**config.mk**
```make
export PLATFORM = sky130hd
export DESIGN_NAME = serial_bus_master_port
export DESIGN_NICKNAME = d
export VERILOG_FILES = /design/src/core/serial_bus_pkg.sv /design/src/core/glitch_filter.sv /design/src/core/quarter_tick.sv /design/src/core/serial_bus_master_port.sv
export VERILOG_INCLUDE_DIRS = /design/src /design/src/core
export SDC_FILE = /design/constraint.sdc
export NUM_CORES = 1
export LEC_CHECK = 0
export ABC_CLOCK_PERIOD_IN_PS = 2500
export BUFFER_PORTS_ARGS = -buffer_cell sky130_fd_sc_hd__buf_2
export CAP_MARGIN = 20
export CORE_ASPECT_RATIO = 1.75
export CORE_MARGIN = 4
export CORE_UTILIZATION = 52
export CTS_CLUSTER_DIAMETER = 100
export DETAILED_ROUTE_END_ITERATION = 10
export GPL_TIMING_DRIVEN = 0
export PLACE_DENSITY = 0.78
export SETUP_SLACK_MARGIN = 0.05
export SKIP_CTS_REPAIR_TIMING = 1
export SLEW_MARGIN = 20
export SYNTH_ARGS = -nofsm -noshare
export SYNTH_HDL_FRONTEND = slang
export SYNTH_SLANG_ARGS = --single-unit
```
**constraint.sdc**
```tcl
create_clock -name mclk -period 2.5 [get_ports mclk]
set_input_delay 0.5 -clock mclk [delete_from_list [all_inputs] [get_ports mclk]]
set_output_delay 0.5 -clock mclk [all_outputs]
set_load 0.02 [all_outputs]
```
**src/core/serial_bus_params.svh**
```systemverilog
// register offsets, field positions, reset values and timing counts
// assumes a 125 MHz core clock and byte addressing on the register bus
`ifndef SERIAL_BUS_PARAMS_SVH
`define SERIAL_BUS_PARAMS_SVH

// register byte offsets
`define ADDR_PROTO_CTRL   12'h000
`define ADDR_XFER_CTRL    12'h004
`define ADDR_SHIFT_DATA   12'h008

// protocol control fields
`define PROTO_VARIANT_BIT 0
`define PROTO_SELECT_BIT  1
`define PROTO_STOP_BIT    2
`define PROTO_START_BIT   3

// transfer control fields
`define XFER_BUSY_BIT     0
`define XFER_NOACK_BIT    1
`define XFER_VERIFY_BIT   2
`define XFER_DIR_BIT      3

// reset values
`define PROTO_CTRL_RESET  4'h0
`define SHIFT_DATA_RESET  8'h00

// timing
`define CLK_PERIOD_NS     8
`define SCL_PERIOD_NS     16000
`define GLITCH_NS         50
`define QUARTER_CYCLES    (`SCL_PERIOD_NS / (4 * `CLK_PERIOD_NS))
`define GLITCH_CYCLES     ((`GLITCH_NS + `CLK_PERIOD_NS - 1) / `CLK_PERIOD_NS)

`endif

```
**src/core/serial_bus_pkg.sv**
```systemverilog
// types shared by the serial bus master port
// assumes nothing beyond a SystemVerilog compiler
package serial_bus_pkg;

    typedef enum logic [1:0] {
        MODE_OFF   = 2'b00,
        MODE_SHIFT = 2'b01,
        MODE_I2C   = 2'b10,
        MODE_3WIRE = 2'b11
    } bus_mode_e;

    typedef enum logic [2:0] {
        ST_IDLE  = 3'b000,
        ST_START = 3'b001,
        ST_BIT   = 3'b010,
        ST_STOP  = 3'b011,
        ST_DONE  = 3'b100
    } xfer_state_e;

endpackage

```
**src/core/glitch_filter.sv**
```systemverilog
// two-stage synchroniser followed by a stability filter
// assumes an asynchronous pin input; idles high like an open-drain line
`include "serial_bus_params.svh"

module glitch_filter (
    input  wire logic mclk,     // core clock
    input  wire logic rst_n,    // async reset, active low
    input  wire logic ce,       // clock enable
    input  wire logic pinIn,    // raw pin level
    output logic      level     // filtered level
);
    localparam logic [3:0] LAST = 4'(`GLITCH_CYCLES - 1);

    logic       sync1_q;
    logic       sync2_q;
    logic [3:0] cnt_q;
    wire        differs = sync2_q != level;

    always_ff @(posedge mclk or negedge rst_n) begin
        if (!rst_n) begin
            sync1_q <= 1'b1;
            sync2_q <= 1'b1;
        end else if (ce) begin
            sync1_q <= pinIn;
            sync2_q <= sync1_q;
        end
    end

    // a change is accepted only after it has held for the full window
    always_ff @(posedge mclk or negedge rst_n) begin
        if (!rst_n) begin
            cnt_q <= 4'h0;
            level <= 1'b1;
        end else if (ce) begin
            if (!differs) begin
                cnt_q <= 4'h0;
            end else if (cnt_q == LAST) begin
                cnt_q <= 4'h0;
                level <= sync2_q;
            end else begin
                cnt_q <= cnt_q + 4'h1;
            end
        end
    end
endmodule

```
**src/core/quarter_tick.sv**
```systemverilog
// quarter-period timer for the serial clock
// assumes run is held low to restart the count
`include "serial_bus_params.svh"

module quarter_tick (
    input  wire logic mclk,     // core clock
    input  wire logic rst_n,    // async reset, active low
    input  wire logic ce,       // clock enable
    input  wire logic run,      // count while high
    output logic      tick      // one-cycle pulse per quarter
);
    localparam logic [8:0] LAST = 9'(`QUARTER_CYCLES - 1);

    logic [8:0] cnt_q;

    assign tick = run && (cnt_q == LAST);

    always_ff @(posedge mclk or negedge rst_n) begin
        if (!rst_n) begin
            cnt_q <= 9'h000;
        end else if (ce) begin
            if (!run || tick) begin
                cnt_q <= 9'h000;
            end else begin
                cnt_q <= cnt_q + 9'h001;
            end
        end
    end
endmodule

```
**src/core/serial_bus_master_port.sv**
```systemverilog
// single-master serial port: two-wire, three-wire and shift-register modes
// assumes an APB master on mclk and open-drain pins resolved outside
//
// Decided for this implementation: the APB register port and the register addresses.
`include "serial_bus_params.svh"

module serial_bus_master_port (
    input  wire logic        mclk,           // core clock, 125 MHz
    input  wire logic        rst_n,          // async reset, active low
    input  wire logic        ce,             // clock enable
    input  wire logic        psel,           // apb select
    input  wire logic        penable,        // apb enable
    input  wire logic        pwrite,         // apb write
    input  wire logic [11:0] paddr,          // apb byte address
    input  wire logic [31:0] pwdata,         // apb write data
    output logic      [31:0] prdata,         // apb read data
    output logic             pready,         // apb ready
    output logic             pslverr,        // apb error
    input  wire logic        sclIn,          // clock pin level
    output logic             sclOut,         // clock pin value
    output logic             sclOe,          // clock pin pulled low
    input  wire logic        sdaIn,          // data pin level
    output logic             sdaOut,         // data pin value
    output logic             sdaOe,          // data pin pulled low
    output logic             enableLineOut,  // enable pin value
    output logic             enableLineOe,   // enable pin pulled low
    output logic             vsyncIntEnable  // vertical sync irq enable
);

    ////////////////////////////////////////////////////////////////////
    // register state

    logic       busVariantSelect_q;
    logic       protocolSelect_q;
    logic       stopGenEnable_q;
    logic       startGenEnable_q;
    logic       transferDirection_q;
    logic       verifyFlag_q;
    logic       noAckFlag_q;
    logic       transferBusy_q;
    logic [7:0] serialShiftData_q;

    serial_bus_pkg::xfer_state_e state_q;
    serial_bus_pkg::xfer_state_e state_d;
    logic [1:0] phase_q;
    logic [3:0] bitCnt_q;

    logic sclLowD;
    logic sdaLowD;
    logic enLowD;

    ////////////////////////////////////////////////////////////////////
    // mode decode and filtered pins

    serial_bus_pkg::bus_mode_e mode;
    assign mode = serial_bus_pkg::bus_mode_e'(
        {protocolSelect_q, busVariantSelect_q});

    wire modeOff   = mode == serial_bus_pkg::MODE_OFF;
    wire shiftMode = mode == serial_bus_pkg::MODE_SHIFT;
    wire threeWire = mode == serial_bus_pkg::MODE_3WIRE;
    wire busMode   = protocolSelect_q;

    logic sclF;
    logic sdaF;

    glitch_filter sclFilter (
        .mclk  (mclk),
        .rst_n (rst_n),
        .ce    (ce),
        .pinIn (sclIn),
        .level (sclF)
    );

    glitch_filter sdaFilter (
        .mclk  (mclk),
        .rst_n (rst_n),
        .ce    (ce),
        .pinIn (sdaIn),
        .level (sdaF)
    );

    ////////////////////////////////////////////////////////////////////
    // apb decode

    wire accessPhase = psel && penable;
    wire firstAccess = accessPhase && !pready;
    wire take        = accessPhase && pready;
    wire selProto    = paddr == `ADDR_PROTO_CTRL;
    wire selXfer     = paddr == `ADDR_XFER_CTRL;
    wire selData     = paddr == `ADDR_SHIFT_DATA;
    wire dataBlocked = selData && transferBusy_q;
    wire accessErr   = !(selProto || selXfer || selData) || dataBlocked;
    wire doWrite     = take && pwrite && !pslverr;
    wire wrProto     = doWrite && selProto;
    wire wrXfer      = doWrite && selXfer;
    wire wrData      = doWrite && selData;

    wire [31:0] protoRead = {28'h0000000, startGenEnable_q,
        stopGenEnable_q, protocolSelect_q, busVariantSelect_q};
    // direction is write-only and reads as zero
    wire [31:0] xferRead  = {28'h0000000, 1'b0, verifyFlag_q,
        noAckFlag_q, transferBusy_q};
    wire [31:0] dataRead  = {24'h000000, serialShiftData_q};
    wire [31:0] readMux   = selProto ? protoRead :
                            selXfer  ? xferRead  :
                            (selData && !dataBlocked) ? dataRead :
                            32'h00000000;

    // busy can only be started on an enabled, idle port
    wire startByte = wrXfer && pwdata[`XFER_BUSY_BIT] && !modeOff
                     && !transferBusy_q;
    wire newDir    = pwdata[`XFER_DIR_BIT];

    always_ff @(posedge mclk or negedge rst_n) begin
        if (!rst_n) begin
            pready  <= 1'b0;
            pslverr <= 1'b0;
            prdata  <= 32'h00000000;
        end else if (ce) begin
            pready  <= firstAccess;
            pslverr <= firstAccess && accessErr;
            prdata  <= firstAccess ? readMux : 32'h00000000;
        end
    end

    ////////////////////////////////////////////////////////////////////
    // control registers

    always_ff @(posedge mclk or negedge rst_n) begin
        if (!rst_n) begin
            busVariantSelect_q <= 1'b0;
            protocolSelect_q   <= 1'b0;
            stopGenEnable_q    <= 1'b0;
            startGenEnable_q   <= 1'b0;
        end else if (ce && wrProto) begin
            busVariantSelect_q <= pwdata[`PROTO_VARIANT_BIT];
            protocolSelect_q   <= pwdata[`PROTO_SELECT_BIT]
                                  | pwdata[`PROTO_STOP_BIT]
                                  | pwdata[`PROTO_START_BIT];
            stopGenEnable_q    <= pwdata[`PROTO_STOP_BIT];
            startGenEnable_q   <= pwdata[`PROTO_START_BIT];
        end
    end

    always_ff @(posedge mclk or negedge rst_n) begin
        if (!rst_n) begin
            transferDirection_q <= 1'b0;
            vsyncIntEnable      <= 1'b0;
        end else if (ce && wrXfer) begin
            transferDirection_q <= newDir;
            vsyncIntEnable      <= pwdata[`XFER_VERIFY_BIT];
        end
    end

    ////////////////////////////////////////////////////////////////////
    // bit timing

    wire waitHigh = (state_q == serial_bus_pkg::ST_START
                     || state_q == serial_bus_pkg::ST_BIT)
                    && phase_q == 2'd2 && busMode && !sclF;
    wire runTimer = transferBusy_q && !waitHigh
                    && state_q != serial_bus_pkg::ST_IDLE
                    && state_q != serial_bus_pkg::ST_DONE;
    logic tick;

    quarter_tick bitTimer (
        .mclk  (mclk),
        .rst_n (rst_n),
        .ce    (ce),
        .run   (runTimer),
        .tick  (tick)
    );

    wire ackBit    = bitCnt_q == 4'd8;
    wire lastBit   = shiftMode ? (bitCnt_q == 4'd7) : ackBit;
    wire bitEnd    = tick && state_q == serial_bus_pkg::ST_BIT
                     && phase_q == 2'd3;
    wire dataEnd   = bitEnd && !ackBit;
    wire txData    = transferDirection_q && !ackBit;

    ////////////////////////////////////////////////////////////////////
    // sequencer

    always_comb begin
        state_d = state_q;
        case (state_q)
            serial_bus_pkg::ST_IDLE: begin
                if (startByte) begin
                    state_d = (busMode && startGenEnable_q)
                              ? serial_bus_pkg::ST_START
                              : serial_bus_pkg::ST_BIT;
                end
            end
            serial_bus_pkg::ST_START: begin
                if (tick && phase_q == 2'd3) begin
                    state_d = serial_bus_pkg::ST_BIT;
                end
            end
            serial_bus_pkg::ST_BIT: begin
                if (bitEnd && lastBit) begin
                    state_d = (busMode && stopGenEnable_q)
                              ? serial_bus_pkg::ST_STOP
                              : serial_bus_pkg::ST_DONE;
                end
            end
            serial_bus_pkg::ST_STOP: begin
                if (tick && phase_q == 2'd3) begin
                    state_d = serial_bus_pkg::ST_DONE;
                end
            end
            serial_bus_pkg::ST_DONE: begin
                state_d = serial_bus_pkg::ST_IDLE;
            end
            default: begin
                state_d = serial_bus_pkg::ST_IDLE;
            end
        endcase
    end

    always_ff @(posedge mclk or negedge rst_n) begin
        if (!rst_n) begin
            state_q <= serial_bus_pkg::ST_IDLE;
            phase_q <= 2'd0;
            bitCnt_q <= 4'd0;
        end else if (ce) begin
            state_q <= state_d;
            if (state_d != state_q) begin
                phase_q  <= 2'd0;
                bitCnt_q <= 4'd0;
            end else if (bitEnd) begin
                phase_q  <= 2'd0;
                bitCnt_q <= bitCnt_q + 4'd1;
            end else if (tick) begin
                phase_q  <= phase_q + 2'd1;
            end
        end
    end

    // busy held through the acknowledge clock and any stop
    always_ff @(posedge mclk or negedge rst_n) begin
        if (!rst_n) begin
            transferBusy_q <= 1'b0;
        end else if (ce) begin
            if (startByte) begin
                transferBusy_q <= 1'b1;
            end else if (state_q == serial_bus_pkg::ST_DONE) begin
                transferBusy_q <= 1'b0;
            end
        end
    end

    ////////////////////////////////////////////////////////////////////
    // shift register and status flags

    always_ff @(posedge mclk or negedge rst_n) begin
        if (!rst_n) begin
            serialShiftData_q <= `SHIFT_DATA_RESET;
        end else if (ce) begin
            if (wrData) begin
                serialShiftData_q <= pwdata[7:0];
            end else if (dataEnd) begin
                serialShiftData_q <= {serialShiftData_q[6:0], sdaF};
            end
        end
    end

    wire mismatch = dataEnd && transferDirection_q
                    && (sdaF != serialShiftData_q[7]);
    wire missedAck = bitEnd && ackBit && busMode
                     && transferDirection_q && sdaF;

    always_ff @(posedge mclk or negedge rst_n) begin
        if (!rst_n) begin
            verifyFlag_q <= 1'b0;
            noAckFlag_q  <= 1'b0;
        end else if (ce) begin
            if (startByte) begin
                verifyFlag_q <= newDir && busMode;
                noAckFlag_q  <= 1'b0;
            end else begin
                if (mismatch && busMode) begin
                    verifyFlag_q <= 1'b0;
                end
                if (missedAck) begin
                    noAckFlag_q <= 1'b1;
                end
            end
        end
    end

    ////////////////////////////////////////////////////////////////////
    // pin drive: a one pulls the open-drain line low

    always_comb begin
        sclLowD = sclOe;
        sdaLowD = sdaOe;
        enLowD  = enableLineOe;
        case (state_q)
            serial_bus_pkg::ST_START: begin
                sclLowD = phase_q == 2'd0 || phase_q == 2'd3;
                if (threeWire) begin
                    sdaLowD = 1'b0;
                    enLowD  = phase_q[1];
                end else begin
                    sdaLowD = phase_q[1];
                    enLowD  = 1'b0;
                end
            end
            serial_bus_pkg::ST_BIT: begin
                sclLowD = !phase_q[1];
                enLowD  = 1'b0;
                if (phase_q == 2'd0 || phase_q[1]) begin
                    sdaLowD = sdaOe;
                end
                if (phase_q == 2'd0) begin
                    // data moves only while the clock is low
                    if (txData) begin
                        sdaLowD = !serialShiftData_q[7];
                    end else if (ackBit && !transferDirection_q) begin
                        sdaLowD = !stopGenEnable_q;
                    end else begin
                        sdaLowD = 1'b0;
                    end
                end
            end
            serial_bus_pkg::ST_STOP: begin
                sclLowD = phase_q == 2'd0;
                if (threeWire) begin
                    sdaLowD = 1'b0;
                    enLowD  = !phase_q[1] || phase_q == 2'd2;
                end else begin
                    sdaLowD = !phase_q[1] || phase_q == 2'd2;
                end
                if (phase_q == 2'd3) begin
                    sdaLowD = 1'b0;
                    enLowD  = 1'b0;
                end
            end
            serial_bus_pkg::ST_DONE: begin
                if (shiftMode) begin
                    sclLowD = 1'b0;
                    sdaLowD = 1'b0;
                end
            end
            default: begin
                sclLowD = sclOe;
            end
        endcase
        // data and enable wait one cycle after the clock is pulled low
        if (sclLowD && !sclOe) begin
            sdaLowD = sdaOe;
            enLowD  = enableLineOe;
        end
        if (modeOff) begin
            sclLowD = 1'b0;
            sdaLowD = 1'b0;
            enLowD  = 1'b0;
        end
        if (!threeWire) begin
            enLowD = 1'b0;
        end
    end

    always_ff @(posedge mclk or negedge rst_n) begin
        if (!rst_n) begin
            sclOe         <= 1'b0;
            sdaOe         <= 1'b0;
            enableLineOe  <= 1'b0;
            sclOut        <= 1'b1;
            sdaOut        <= 1'b1;
            enableLineOut <= 1'b1;
        end else if (ce) begin
            sclOe         <= sclLowD;
            sdaOe         <= sdaLowD;
            enableLineOe  <= enLowD;
            sclOut        <= !sclLowD;
            sdaOut        <= !sdaLowD;
            enableLineOut <= !enLowD;
        end
    end

endmodule

```
Word-level counts from Yosys, hierarchy flattened
Index checks and enable logic that the tools add are counted.
Widths: inputs -> output; s select.
{ "totals": {"ff_bits": 89, "input_bits": 52, "elab_cells": 191} }
{ "classes": {"add_sub_neg": 5, "n_eq_ne": 20, "mux": 48, "bitwise_logic": 2, "reduce_logical": 85} }
{ "op_table": {"columns": ["operator", "n"], "rows": [
  ["$mux 8", 6],
  ["$logic_and 1x1->1", 41],
  ["$mux 4", 6],
  ["$mux 1", 22],
  ["$logic_not 1->1", 18],
  ["$mux 3", 5],
  ["$add 4x1->4 const B", 3],
  ["$eq 12x3->1 const B", 1],
  ["$eq 12x4->1 const B", 1],
  ["$eq 4x3->1 const B", 3],
  ["$logic_not 12->1", 1],
  ["$pmux 3 s4", 1],
  ["$reduce_and 2->1", 6],
  ["$reduce_bool 2->1", 5],
  ["$add 9x1->9 const B", 1],
  ["$eq 9x9->1 const B", 1],
  ["$mux 9", 1],
  ["$mux 2", 4],
  ["$pmux 1 s4", 2],
  ["$logic_or 1x1->1", 7],
  ["$eq 2x2->1 const B", 3],
  ["$eq 3x2->1 const B", 2],
  ["$reduce_and 3->1", 2],
  ["$reduce_bool 3->1", 2],
  ["other kinds (12)", 16]
]} }

Longest topological paths before layout
Gate-level depths: netlist of run 1.
{ "logic_depth": {"depth_word": 18, "mapped_depth": 9, "depth_no_buf": 8} }

Modules after synthesis
Synthesis of run 1 repeated with hierarchy kept, for this count alone.
{ "hier_totals": {"hier_cells": 397, "area_unflattened_um2": 3940.0} }
{ "modules_own_cells": {"columns": ["mod", "n_inst", "cells_each", "area_each_um2", "seq_area_each_um2"], "rows": [
  ["serial_bus_master_port", 1, 286, 2713.9, 1054.8],
  ["glitch_filter", 2, 30, 361.6, 178.9],
  ["quarter_tick", 1, 51, 503.0, 225.2]
]} }

Worst setup path before layout of run 1
Ideal clock, no wire load.
{ "synth_timing": {"path_type": "input to register", "from": "in paddr[1]", "to": "reg serialShiftData_q[0]", "setup_ns": 0.125, "t_arrival_ns": 2.188, "t_required_ns": 2.375, "path_slack_ns": 0.188, "path_stages": 6, "path_buffers": 1, "cell_sequence": "nor4_2 -> nand3_2 -> or4b_1 -> buf_6 -> mux2_4 -> mux2_2"} }
{ "synth_between": {"elab_chain_cells": 4, "word_cells_on_any_way": 5, "classes_between": "eq/ne (1); mux (1); reduce/logical (3)"} }
{ "synth_lines": {"columns": ["element", "line", "text"], "rows": [
  ["from (decl)", "serial_bus_master_port.sv:14", "input wire logic [11:0] paddr,"],
  ["$eq 12x4->1 (no source line) (*)", null, null],
  ["$logic_and 1x1->1 (*)", "serial_bus_master_port.sv:97", "wire wrData = doWrite && selData;"],
  ["$reduce_bool 2->1 (no source line)", null, null],
  ["$reduce_and 2->1 (no source line)", null, null],
  ["to (signal assigned)", "serial_bus_master_port.sv:258", "serialShiftData_q <= `SHIFT_DATA_RESET;"],
  ["to (signal assigned)", "serial_bus_master_port.sv:261", "serialShiftData_q <= pwdata[7:0];"],
  ["to (signal assigned)", "serial_bus_master_port.sv:263", "serialShiftData_q <= {serialShiftData_q[6:0], sdaF};"],
  ["to (decl)", "serial_bus_master_port.sv:41", "logic [7:0] serialShiftData_q;"]
]} }
Mark *: on every way between the ends. The rest lies on a longest branch, timed or not.
A chain may end at the register's enable or synchronous reset.

Worst setup path after layout of run 1
{ "layout_timing": {"from": "in paddr[1]", "to": "reg noAckFlag_q"} }
{ "layout_between": {"elab_chain_cells": 7, "word_cells_on_any_way": 8, "classes_between": "eq/ne (1); mux (1); reduce/logical (6)"} }
{ "layout_lines": {"columns": ["element", "line", "text"], "rows": [
  ["$eq 12x3->1 (no source line) (*)", null, null],
  ["$logic_and 1x1->1 (*)", "serial_bus_master_port.sv:96", "wire wrXfer = doWrite && selXfer;"],
  ["$logic_and 1x1->1 (*) (3 in a row)", "serial_bus_master_port.sv:111", "wire startByte = wrXfer && pwdata[`XFER_BUSY_BIT] && !modeOff"],
  ["$reduce_bool 2->1 (no source line)", null, null],
  ["$reduce_and 2->1 (no source line)", null, null],
  ["to (signal assigned)", "serial_bus_master_port.sv:276", "noAckFlag_q <= 1'b0;"],
  ["to (signal assigned)", "serial_bus_master_port.sv:280", "noAckFlag_q <= 1'b0;"],
  ["to (signal assigned)", "serial_bus_master_port.sv:286", "noAckFlag_q <= 1'b1;"],
  ["to (decl)", "serial_bus_master_port.sv:39", "logic noAckFlag_q;"]
]} }
Marked as above.

==> impl_metrics.ini, run 1 <==
[worst_hold_path]
min_path_type = in2async

[die]
core_sq_mm = 0.00723
row_count = 41
initial_core_util = 0.533
die_w_um = 73.1
die_h_um = 122
fp.dieArea_sq_mm = 0.00892
io_pins = 93

[synthesis]
netlist_instances = 389
synth_seq_cells = 65
yosysMostFrequentCell = dfrtp_1
ys.flop_type = dfrtp_1
ys_top_cells_by_area = dfrtp_1, dfstp_2, mux2_2
synth_top_area_frac = 0.363
synth_area_sq_mm = 0.00386
synthArstFlopShare = 1.00
synthDistinctLibCells = 64
synth.largest_area_cell = dfrtp_1
avgSynthCellArea_sq_um = 9.92
synth_edf_count = 0
yosys_warnings = 0
seq_area_frac_synth = 0.424
synth_common_cells = dfrtp_1, nand2_1, o21ai_0

[final_layout]
final_nets = 530
area_growth_pct = 19.6
drive_gt1_frac = 0.281
diodes = 0

[placement]
gp_congestion = 0.944
portBuffers = 42
dpl.hpwl_um = 7150
place_worst_setup_slack_ns = -0.117

[setup_path]
crit_type = in2reg
endpoint_kind = flip-flop
required_ns = 2.73
cp_max_fo = 10
worstPathCellList = buf_2 -> nor4_2 -> nand3_2 -> nor3_1 -> nand3_1 -> or4b_1 -> and2_1
worst-path-buf-inv = 1
cpPeakStageDelay_ns = 0.61
crit_path_start_kind = input port
crit_slowest_cell = or4b_1
critPathArrivalTime_ns = 2.54
cp_top_family = simple AND/OR/NAND/NOR gates

[detailed_routing]
drc_errors = 0
num_vias = 3230
drt-total-wl_um = 9620
wl_per_cell_um = 17.2
drt-initial-drc-count = 207
detail-route-antenna-nets = 0
firstDrtPassIters = 4
viasPerCell = 5.78

[timing]
finalSetupViolations = 0
rsz0062_at_grt = no
period_minus_slack_ns = 2.32
fmax_mhz = 432
whs_ns = 0.0631
setup-tns-final_ns = 0
finalWorstSetupSlack_ns = 0.183
drv_slew = 0
final.setup_skew_ns = 0.00849
report.final.hold_viol_count = 0
relSlewSlack = 0.536
tightest_slew_ns = 0.695
finalCritPeriodShare = 0.927

[pwr]
p_comb_frac = 0.175
p_int_mw = 2.21
clkPwrFrac = 0.409
p_sw_uw = 857
p_per_area_mw_per_mm2 = 665
peakVddDrop_uv = 421
p_seq_frac = 0.416
switching_share = 0.279
p_leak_nw = 2.21

[clock_tree]
clockBufferDepth = 2
clock_latency_ns = 0.33
cts_made_buffers = 9
htree_levels = 3
cts_root_buffer = clkbuf_16
cts_tree = done
path_clk_slew_ns = 0.05
cts_sinks = 65

[global_route]
grt_pass1_wl_um = 15800
grtUsageTotal = 0.231
first_global_vias = 3359
grt_max_degree = 44
antenna_found_initial = 0
grt-ovfl-total = 0

[outcome]
outcome = completed

[run]
maxCapViolCount = 0
sequential cells by signal, indices dropped and copies added, names as in the netlist, 2 cells and up:
name and count:
bitCnt_q 4, bitTimer.cnt_q 9, phase_q 2, prdata 8, sclFilter.cnt_q 4, sdaFilter.cnt_q 4
serialShiftData_q 8, state_q 3
metal layers:
metal	routed length, um	part of all wire	track usage
met1	3520	0.37	0.245
met2	5310	0.55	0.408
met3	469	0.049	0.0462
met4	327	0.034	0.137
met5	0	0	0
cell type report:
type | count | area, sq um
Fill cell | 609 | 2620
Clock inverter | 2 | 37.5
Clock buffer | 13 | 260
Timing Repair Buffer | 46 | 255
Sequential cell | 65 | 1640
Multi-Input combinational cell | 285 | 1980
Inverter | 23 | 86.3
Tap cell | 86 | 108
Buffer | 39 | 250
final timing paths:
check / endpoint / slack (ns) / cells past startpoint / from
max in group asynchronous: sclOut / 1.84 / 2 / rst_n
worst min register to register: prdata[2] / 0.49 / 1 / prdata[2]
min in group mclk: sdaFilter.sync1_q / 0.41 / 2 / sdaIn
worst max register to register: bitCnt_q[0] / 0.20 / 6 / transferBusy_q
worst min-delay path: prdata[6] / 0.06 / 1 / rst_n
worst max-delay path: noAckFlag_q / 0.18 / 7 / paddr[1]
cell families (layout without fill, tap and decap cells):
logic type,after synthesis,in the layout,synth area share
DFF,65,65,0.424
muxes,33,33,0.101
AOI/OAI and AO/OA,93,93,0.163
and+or+nand+nor,117,117,0.173
buffers and inverters,62,123,0.0872
other,1,24,0.000972
xor gates and xnor gates,8,8,0.0182
adders and majority gates,10,10,0.0318
metrics by stage:
step | cell area [sq um] | total power, mW | std cells | utilization
6_report | 4610 | 3.07 | 559 | 0.638
3_3_place_gp | 4260 | 1.79 | 540 | 0.589
2_1_floorplan | 3950 | 1.64 | 412 | -
5_1_grt | 4610 | 3.22 | 559 | 0.638
3_5_place_dp | 4290 | 1.82 | 541 | 0.592
4_1_cts | 4580 | 3.09 | 556 | 0.634
cells in the final DEF, fill, tap and decap left out, drive strengths merged, types with 5 or more instances in the layout:
cell type / count
dfrtp: 56
nor2: 16
clkbuf: 24
a21oi: 13
a22o: 5
xnor2: 7
conb: 24
ha: 9
a31oi: 5
dfstp: 9
mux2: 25
nor2b: 7
buf: 74
nor3: 7
o2bb2ai: 6
nand4: 9
o32ai: 6
nor4: 7
o21ai: 28
nand3: 16
mux2i: 8
nand2: 27
inv: 23
power by group through the flow:
| stage | registers (mW) | clock network [mW] | logic (mW) |
|---|---|---|---|
| 6_report | 1.28 | 1.26 | 0.536 |
| 5_1_grt | 1.29 | 1.33 | 0.597 |
| 4_1_cts | 1.27 | 1.28 | 0.536 |
| 3_5_place_dp | 1.29 | 0 | 0.532 |
| 3_3_place_gp | 1.28 | 0 | 0.509 |
| 2_1_floorplan | 1.29 | 0 | 0.357 |
No activity file was read; power rests on OpenSTA's default activity.
==> run 2, diff against run 1 <==
Settings changed: ABC_CLOCK_PERIOD_IN_PS 2500 to 2350.
Clock period 2.5 ns to 2.35 ns, I/O delays scaled along.
==> run 2 against run 1 <==
  * Core utilization grew 1.1 points
  * Worst setup slack got worse by 0.048 ns
  * First-iteration DRC count rose by 1.4%
  * Clock skew fell by 0.0012 ns
  * Non-clock buffer count rose by 4
  * Cell count is 0.72% higher
  * Hold slack lost 0.028 ns
  * Count of clock-buffer cells in the layout unchanged
  * Register-to-register slack got worse by 0.07 ns
  * Largest power group unchanged
==> impl_metrics.ini, run 2 (synthesis gave the netlist of run 1 again) <==
[global_route]
grt-ovfl-total = 0
first_global_vias = 3359
grtUsageTotal = 0.231
gr-usage-met3 = 0.0462
grt_max_degree = 44
grt_busiest_layer = met2
grt_pass1_wl_um = 15800
use_met1 = 0.245
antenna_found_initial = 0
grtUsageMet2 = 0.408

[detailed_routing]
drt-total-wl_um = 9700
wl_per_cell_um = 17.2
viasPerCell = 5.80
drt-initial-drc-count = 210
drc_errors = 0
firstDrtPassIters = 4
detail-route-antenna-nets = 0
num_vias = 3263

[timing]
relSlewSlack = 0.541
finalSetupViolations = 0
finalCritPeriodShare = 0.943
final.setup_skew_ns = 0.00732
fmax_mhz = 451
report.final.hold_viol_count = 0
finalWorstSetupSlack_ns = 0.134
tightest_slew_ns = 0.687
period_minus_slack_ns = 2.22
drv_slew = 0

[setup_path]
crit_slowest_cell = dfrtp_1
required_ns = 2.56
critPathArrivalTime_ns = 2.43
timing.rr.end = serialShiftData_q[5]
worst-path-buf-inv = 2
path_depth = 9
crit_end = serialShiftData_q[5]
crit_type = reg2reg
cpPeakStageDelay_ns = 0.42
cp_max_fo = 8
startpoint = phase_q[0]
reg2regPathDepth = 9
cp_top_family = simple AND/OR/NAND/NOR gates
rr_startpoint = phase_q[0]
r2r_slack_ns = 0.13
crit_path_start_kind = flip-flop
endpoint_kind = flip-flop
worstPathCellList = inv_1 -> ha_1 -> nand4bb_1 -> o21ba_2 -> nand4_1 -> buf_4 -> o21ai_2 -> nand2_2 -> mux2_2

[clock_tree]
path_clk_slew_ns = 0.05
clock_latency_ns = 0.33
cts_tree = done
htree_levels = 3
clockBufferDepth = 2
cts_made_buffers = 9
cts_sinks = 65
cts_root_buffer = clkbuf_16

[die]
row_count = 41
fp.dieArea_sq_mm = 0.00892
core_sq_mm = 0.00723
io_pins = 93
die_h_um = 122
die_w_um = 73.1
initial_core_util = 0.533

[pwr]
finalPower_mw = 3.27
peakVddDrop_uv = 447
p_leak_nw = 2.23
p_per_area_mw_per_mm2 = 696

[placement]
place_worst_setup_slack_ns = -0.237
portBuffers = 42
dpl.hpwl_um = 7150
gp_congestion = 0.944

[final_layout]
layout_common_cells = dfrtp_1, buf_2, buf_4
diodes = 0
largest_reg_flops = 9
area_growth_pct = 21.7
final_nets = 534
fin_util = 0.649
drive_gt1_frac = 0.298
largest-register = bitTimer.cnt_q
mostFrequentLayoutCell = dfrtp_1
reg_top3 = bitTimer.cnt_q x9, prdata x8, serialShiftData_q x8

[outcome]
outcome = completed

[worst_hold_path]
min_path_type = in2async

[run]
maxCapViolCount = 0
[run 2: power breakdown]
part	internal [mW]	switching [mW]
combinational	0.240	0.334
clock	0.873	0.463
sequential	1.24	0.118
[run 2: final cells by class]
type	instances	area, sq um
Multi-Input combinational cell	285	2030
Inverter	23	86.3
Buffer	39	251
Clock buffer	13	260
Tap cell	86	108
Clock inverter	2	37.5
Timing Repair Buffer	50	285
Fill cell	591	2540
Sequential cell	65	1640
[run 2: per-stage QoR]
step / hold WS [ns] / std cells / TNS, ns / area, sq um
after floorplan: 0.174 / 412 / 0 / 3950
after global placement: 0.474 / 540 / -2.11 / 4260
after CTS: 0.0324 / 556 / -0.686 / 4580
after global routing: 0.0435 / 563 / -0.000635 / 4700
final: 0.0347 / 563 / 0 / 4700
after detailed placement: 0.384 / 541 / -2.58 / 4290
[run 2: how the worst min path moves through the flow]
| stage | startpoint | end | slack [ns] | cells past startpoint |
|---|---|---|---|---|
| 2_1_floorplan | rst_n | bitCnt_q[0] | 0.17 | 0 |
| 3_3_place_gp | prdata[1] | prdata[1] | 0.47 | 1 |
| 3_5_place_dp | rst_n | prdata[6] | 0.38 | 1 |
| 4_1_cts | rst_n | prdata[6] | 0.03 | 1 |
| 5_1_grt | rst_n | prdata[7] | 0.04 | 1 |
| 6_report | rst_n | prdata[6] | 0.03 | 1 |
[run 2: routing by layer]
layer,vias to the layer above,routed length (um)
li1,1540,-
met1,1556,3530
met2,127,5220
met3,40,512
met4,0,439
met5,-,0
==> run 3, diff against run 2 <==
Settings changed: ABC_CLOCK_PERIOD_IN_PS 2350 to 2100.
Clock period 2.35 ns to 2.1 ns, I/O delays scaled along.
==> run 3 against run 2 <==
  * The run now ends with setup timing left
  * Clock skew is 0.0015 ns higher
  * Design area is 4.3% higher
  * Combinational power is 16% higher
  * Fmax is 3.4% higher
  * First-iteration DRC count is 24% higher
  * Core utilization is 2.8 points higher
  * Hold slack better by 0.15 ns
  * Power is 16% higher
  * Cell count is 1.8% higher
  * Worst setup slack worse by 0.18 ns
  * Critical endpoint is now bitCnt_q[3]
  * Highest routed layer unchanged
==> impl_metrics.ini, run 3 (synthesis gave the netlist of run 1 again) <==
[outcome]
outcome = finished with violations
violations = setup timing

[detailed_routing]
drt-initial-drc-count = 260
drt-total-wl_um = 9910
viasPerCell = 5.81
detail-route-antenna-nets = 0
wl_per_cell_um = 17.3
drc_errors = 0
firstDrtPassIters = 5
dr_wl_met2_um = 5260
routed-wl-met3_um = 570
num_vias = 3327
wl_met1_um = 3490
top_layer = met4

[timing]
whs_ns = 0.182
finalSetupViolations = 11
final.setup_skew_ns = 0.00886
period_minus_slack_ns = 2.14
finalCritPeriodShare = 1.02
relSlewSlack = 0.470
fmax_mhz = 467
rsz0062_at_grt = yes
tightest_slew_ns = 0.795
drv_slew = 0
finalWorstSetupSlack_ns = -0.0421
report.final.hold_viol_count = 0

[clock_tree]
clockBufferDepth = 2
cts_tree = done
clock_latency_ns = 0.34
htree_levels = 3
cts_sinks = 65
cts_root_buffer = clkbuf_16
path_clk_slew_ns = 0.05
cts_made_buffers = 9

[final_layout]
finalNonFillerCells = 573
mostFrequentLayoutCell = dfrtp_1
reg_top3 = bitTimer.cnt_q x9, prdata x8, serialShiftData_q x8
largest_reg_flops = 9
diodes = 0
final_nets = 543
area_growth_pct = 27.0
final_cell_area_sq_mm = 0.00490
drive_gt1_frac = 0.349
layout_common_cells = dfrtp_1, buf_4, buf_2
largest-register = bitTimer.cnt_q

[global_route]
first_global_vias = 3173
antenna_found_initial = 0
grt_max_degree = 66
grt-ovfl-total = 0
grtUsageTotal = 0.229
grt_pass1_wl_um = 15300

[worst_hold_path]
min_path_type = in2async

[setup_path]
crit_type = reg2reg
endpoint_kind = flip-flop
reg2regPathDepth = 7
rr_startpoint = transferBusy_q
critPathArrivalTime_ns = 2.33
crit_path_start_kind = flip-flop
cp_max_fo = 7
required_ns = 2.29
timing.rr.end = bitCnt_q[3]
r2r_slack_ns = -0.04

[die]
die_w_um = 73.1
core_sq_mm = 0.00723
initial_core_util = 0.533
fp.dieArea_sq_mm = 0.00892
io_pins = 93
row_count = 41
die_h_um = 122

[pwr]
p_sw_mw = 1.03
peakVddDrop_uv = 609
p_int_mw = 2.77
clkPwrFrac = 0.427
finalPower_mw = 3.80
p_comb_frac = 0.175
p_seq_frac = 0.398
p_per_area_mw_per_mm2 = 775
switching_share = 0.271
p_leak_nw = 2.32

[placement]
gp_congestion = 0.880
dpl_cell_area_sq_mm = 0.00428
portBuffers = 42
dpl.hpwl_um = 6760
dp.cells = 540
place_worst_setup_slack_ns = -0.367

[run]
maxCapViolCount = 0
==> run 3: cell types whose count changed in the layout (fill, tap and decap cells not counted), sizes merged <==
| cell | change |
|---|---|
| bufinv | +1 |
| buf | +11 |
| clkbuf | -1 |
| clkinvlp | -1 |
==> run 3: worst max-delay path: stages (launching register included) <==
cell and delay [ns]:
dfrtp_2 0.46, or4b_4 0.52, or3_4 0.35, o31ai_4 0.21, o2bb2ai_4 0.12, buf_4 0.16, nand4_1 0.08, o221ai_1 0.10
==> run 3: power groups by stage <==
stage	clock [mW]	combinational (mW)	sequential, mW
2_1_floorplan	0	0.425	1.53
3_3_place_gp	0	0.602	1.52
3_5_place_dp	0	0.627	1.53
4_1_cts	1.64	0.641	1.51
5_1_grt	1.71	0.737	1.53
6_report	1.62	0.665	1.51
==> run 3: worst max-delay path by stage <==
| stage | start | to | slack [ns] | depth (start not counted) |
|---|---|---|---|---|
| final | transferBusy_q | bitCnt_q[3] | -0.04 | 7 |
| after global routing | pslverr | phase_q[1] | -0.17 | 8 |
| after CTS | bitTimer.cnt_q[0] | phase_q[1] | -0.24 | 8 |
| after detailed placement | paddr[7] | noAckFlag_q | -0.37 | 7 |
| after global placement | paddr[7] | serialShiftData_q[6] | -0.32 | 7 |
| after floorplan | paddr[7] | serialShiftData_q[0] | -0.08 | 6 |
==> run 3: final cells by class <==
| cell class | instances | area (sq um) |
|---|---|---|
| Tap cell | 86 | 108 |
| Fill cell | 533 | 2330 |
| Clock inverter | 2 | 60.1 |
| Multi-Input combinational cell | 285 | 2130 |
| Timing Repair Buffer | 60 | 360 |
| Clock buffer | 14 | 264 |
| Buffer | 38 | 251 |
| Inverter | 23 | 86.3 |
| Sequential cell | 65 | 1640 |
==> run 3: per-stage QoR <==
stage	utilization	setup TNS (ns)
floorplan	-	-0.575
global placement	0.591	-4.62
finish	0.677	-0.329
CTS	0.637	-2.08
detailed placement	0.592	-5.59
global route	0.677	-2.00
==> run 3: layer usage <==
metal,global-route usage,up-vias
met5,0,-
met4,0.165,0
met3,0.0628,38
met2,0.386,123
met1,0.235,1603
li1,-,1563
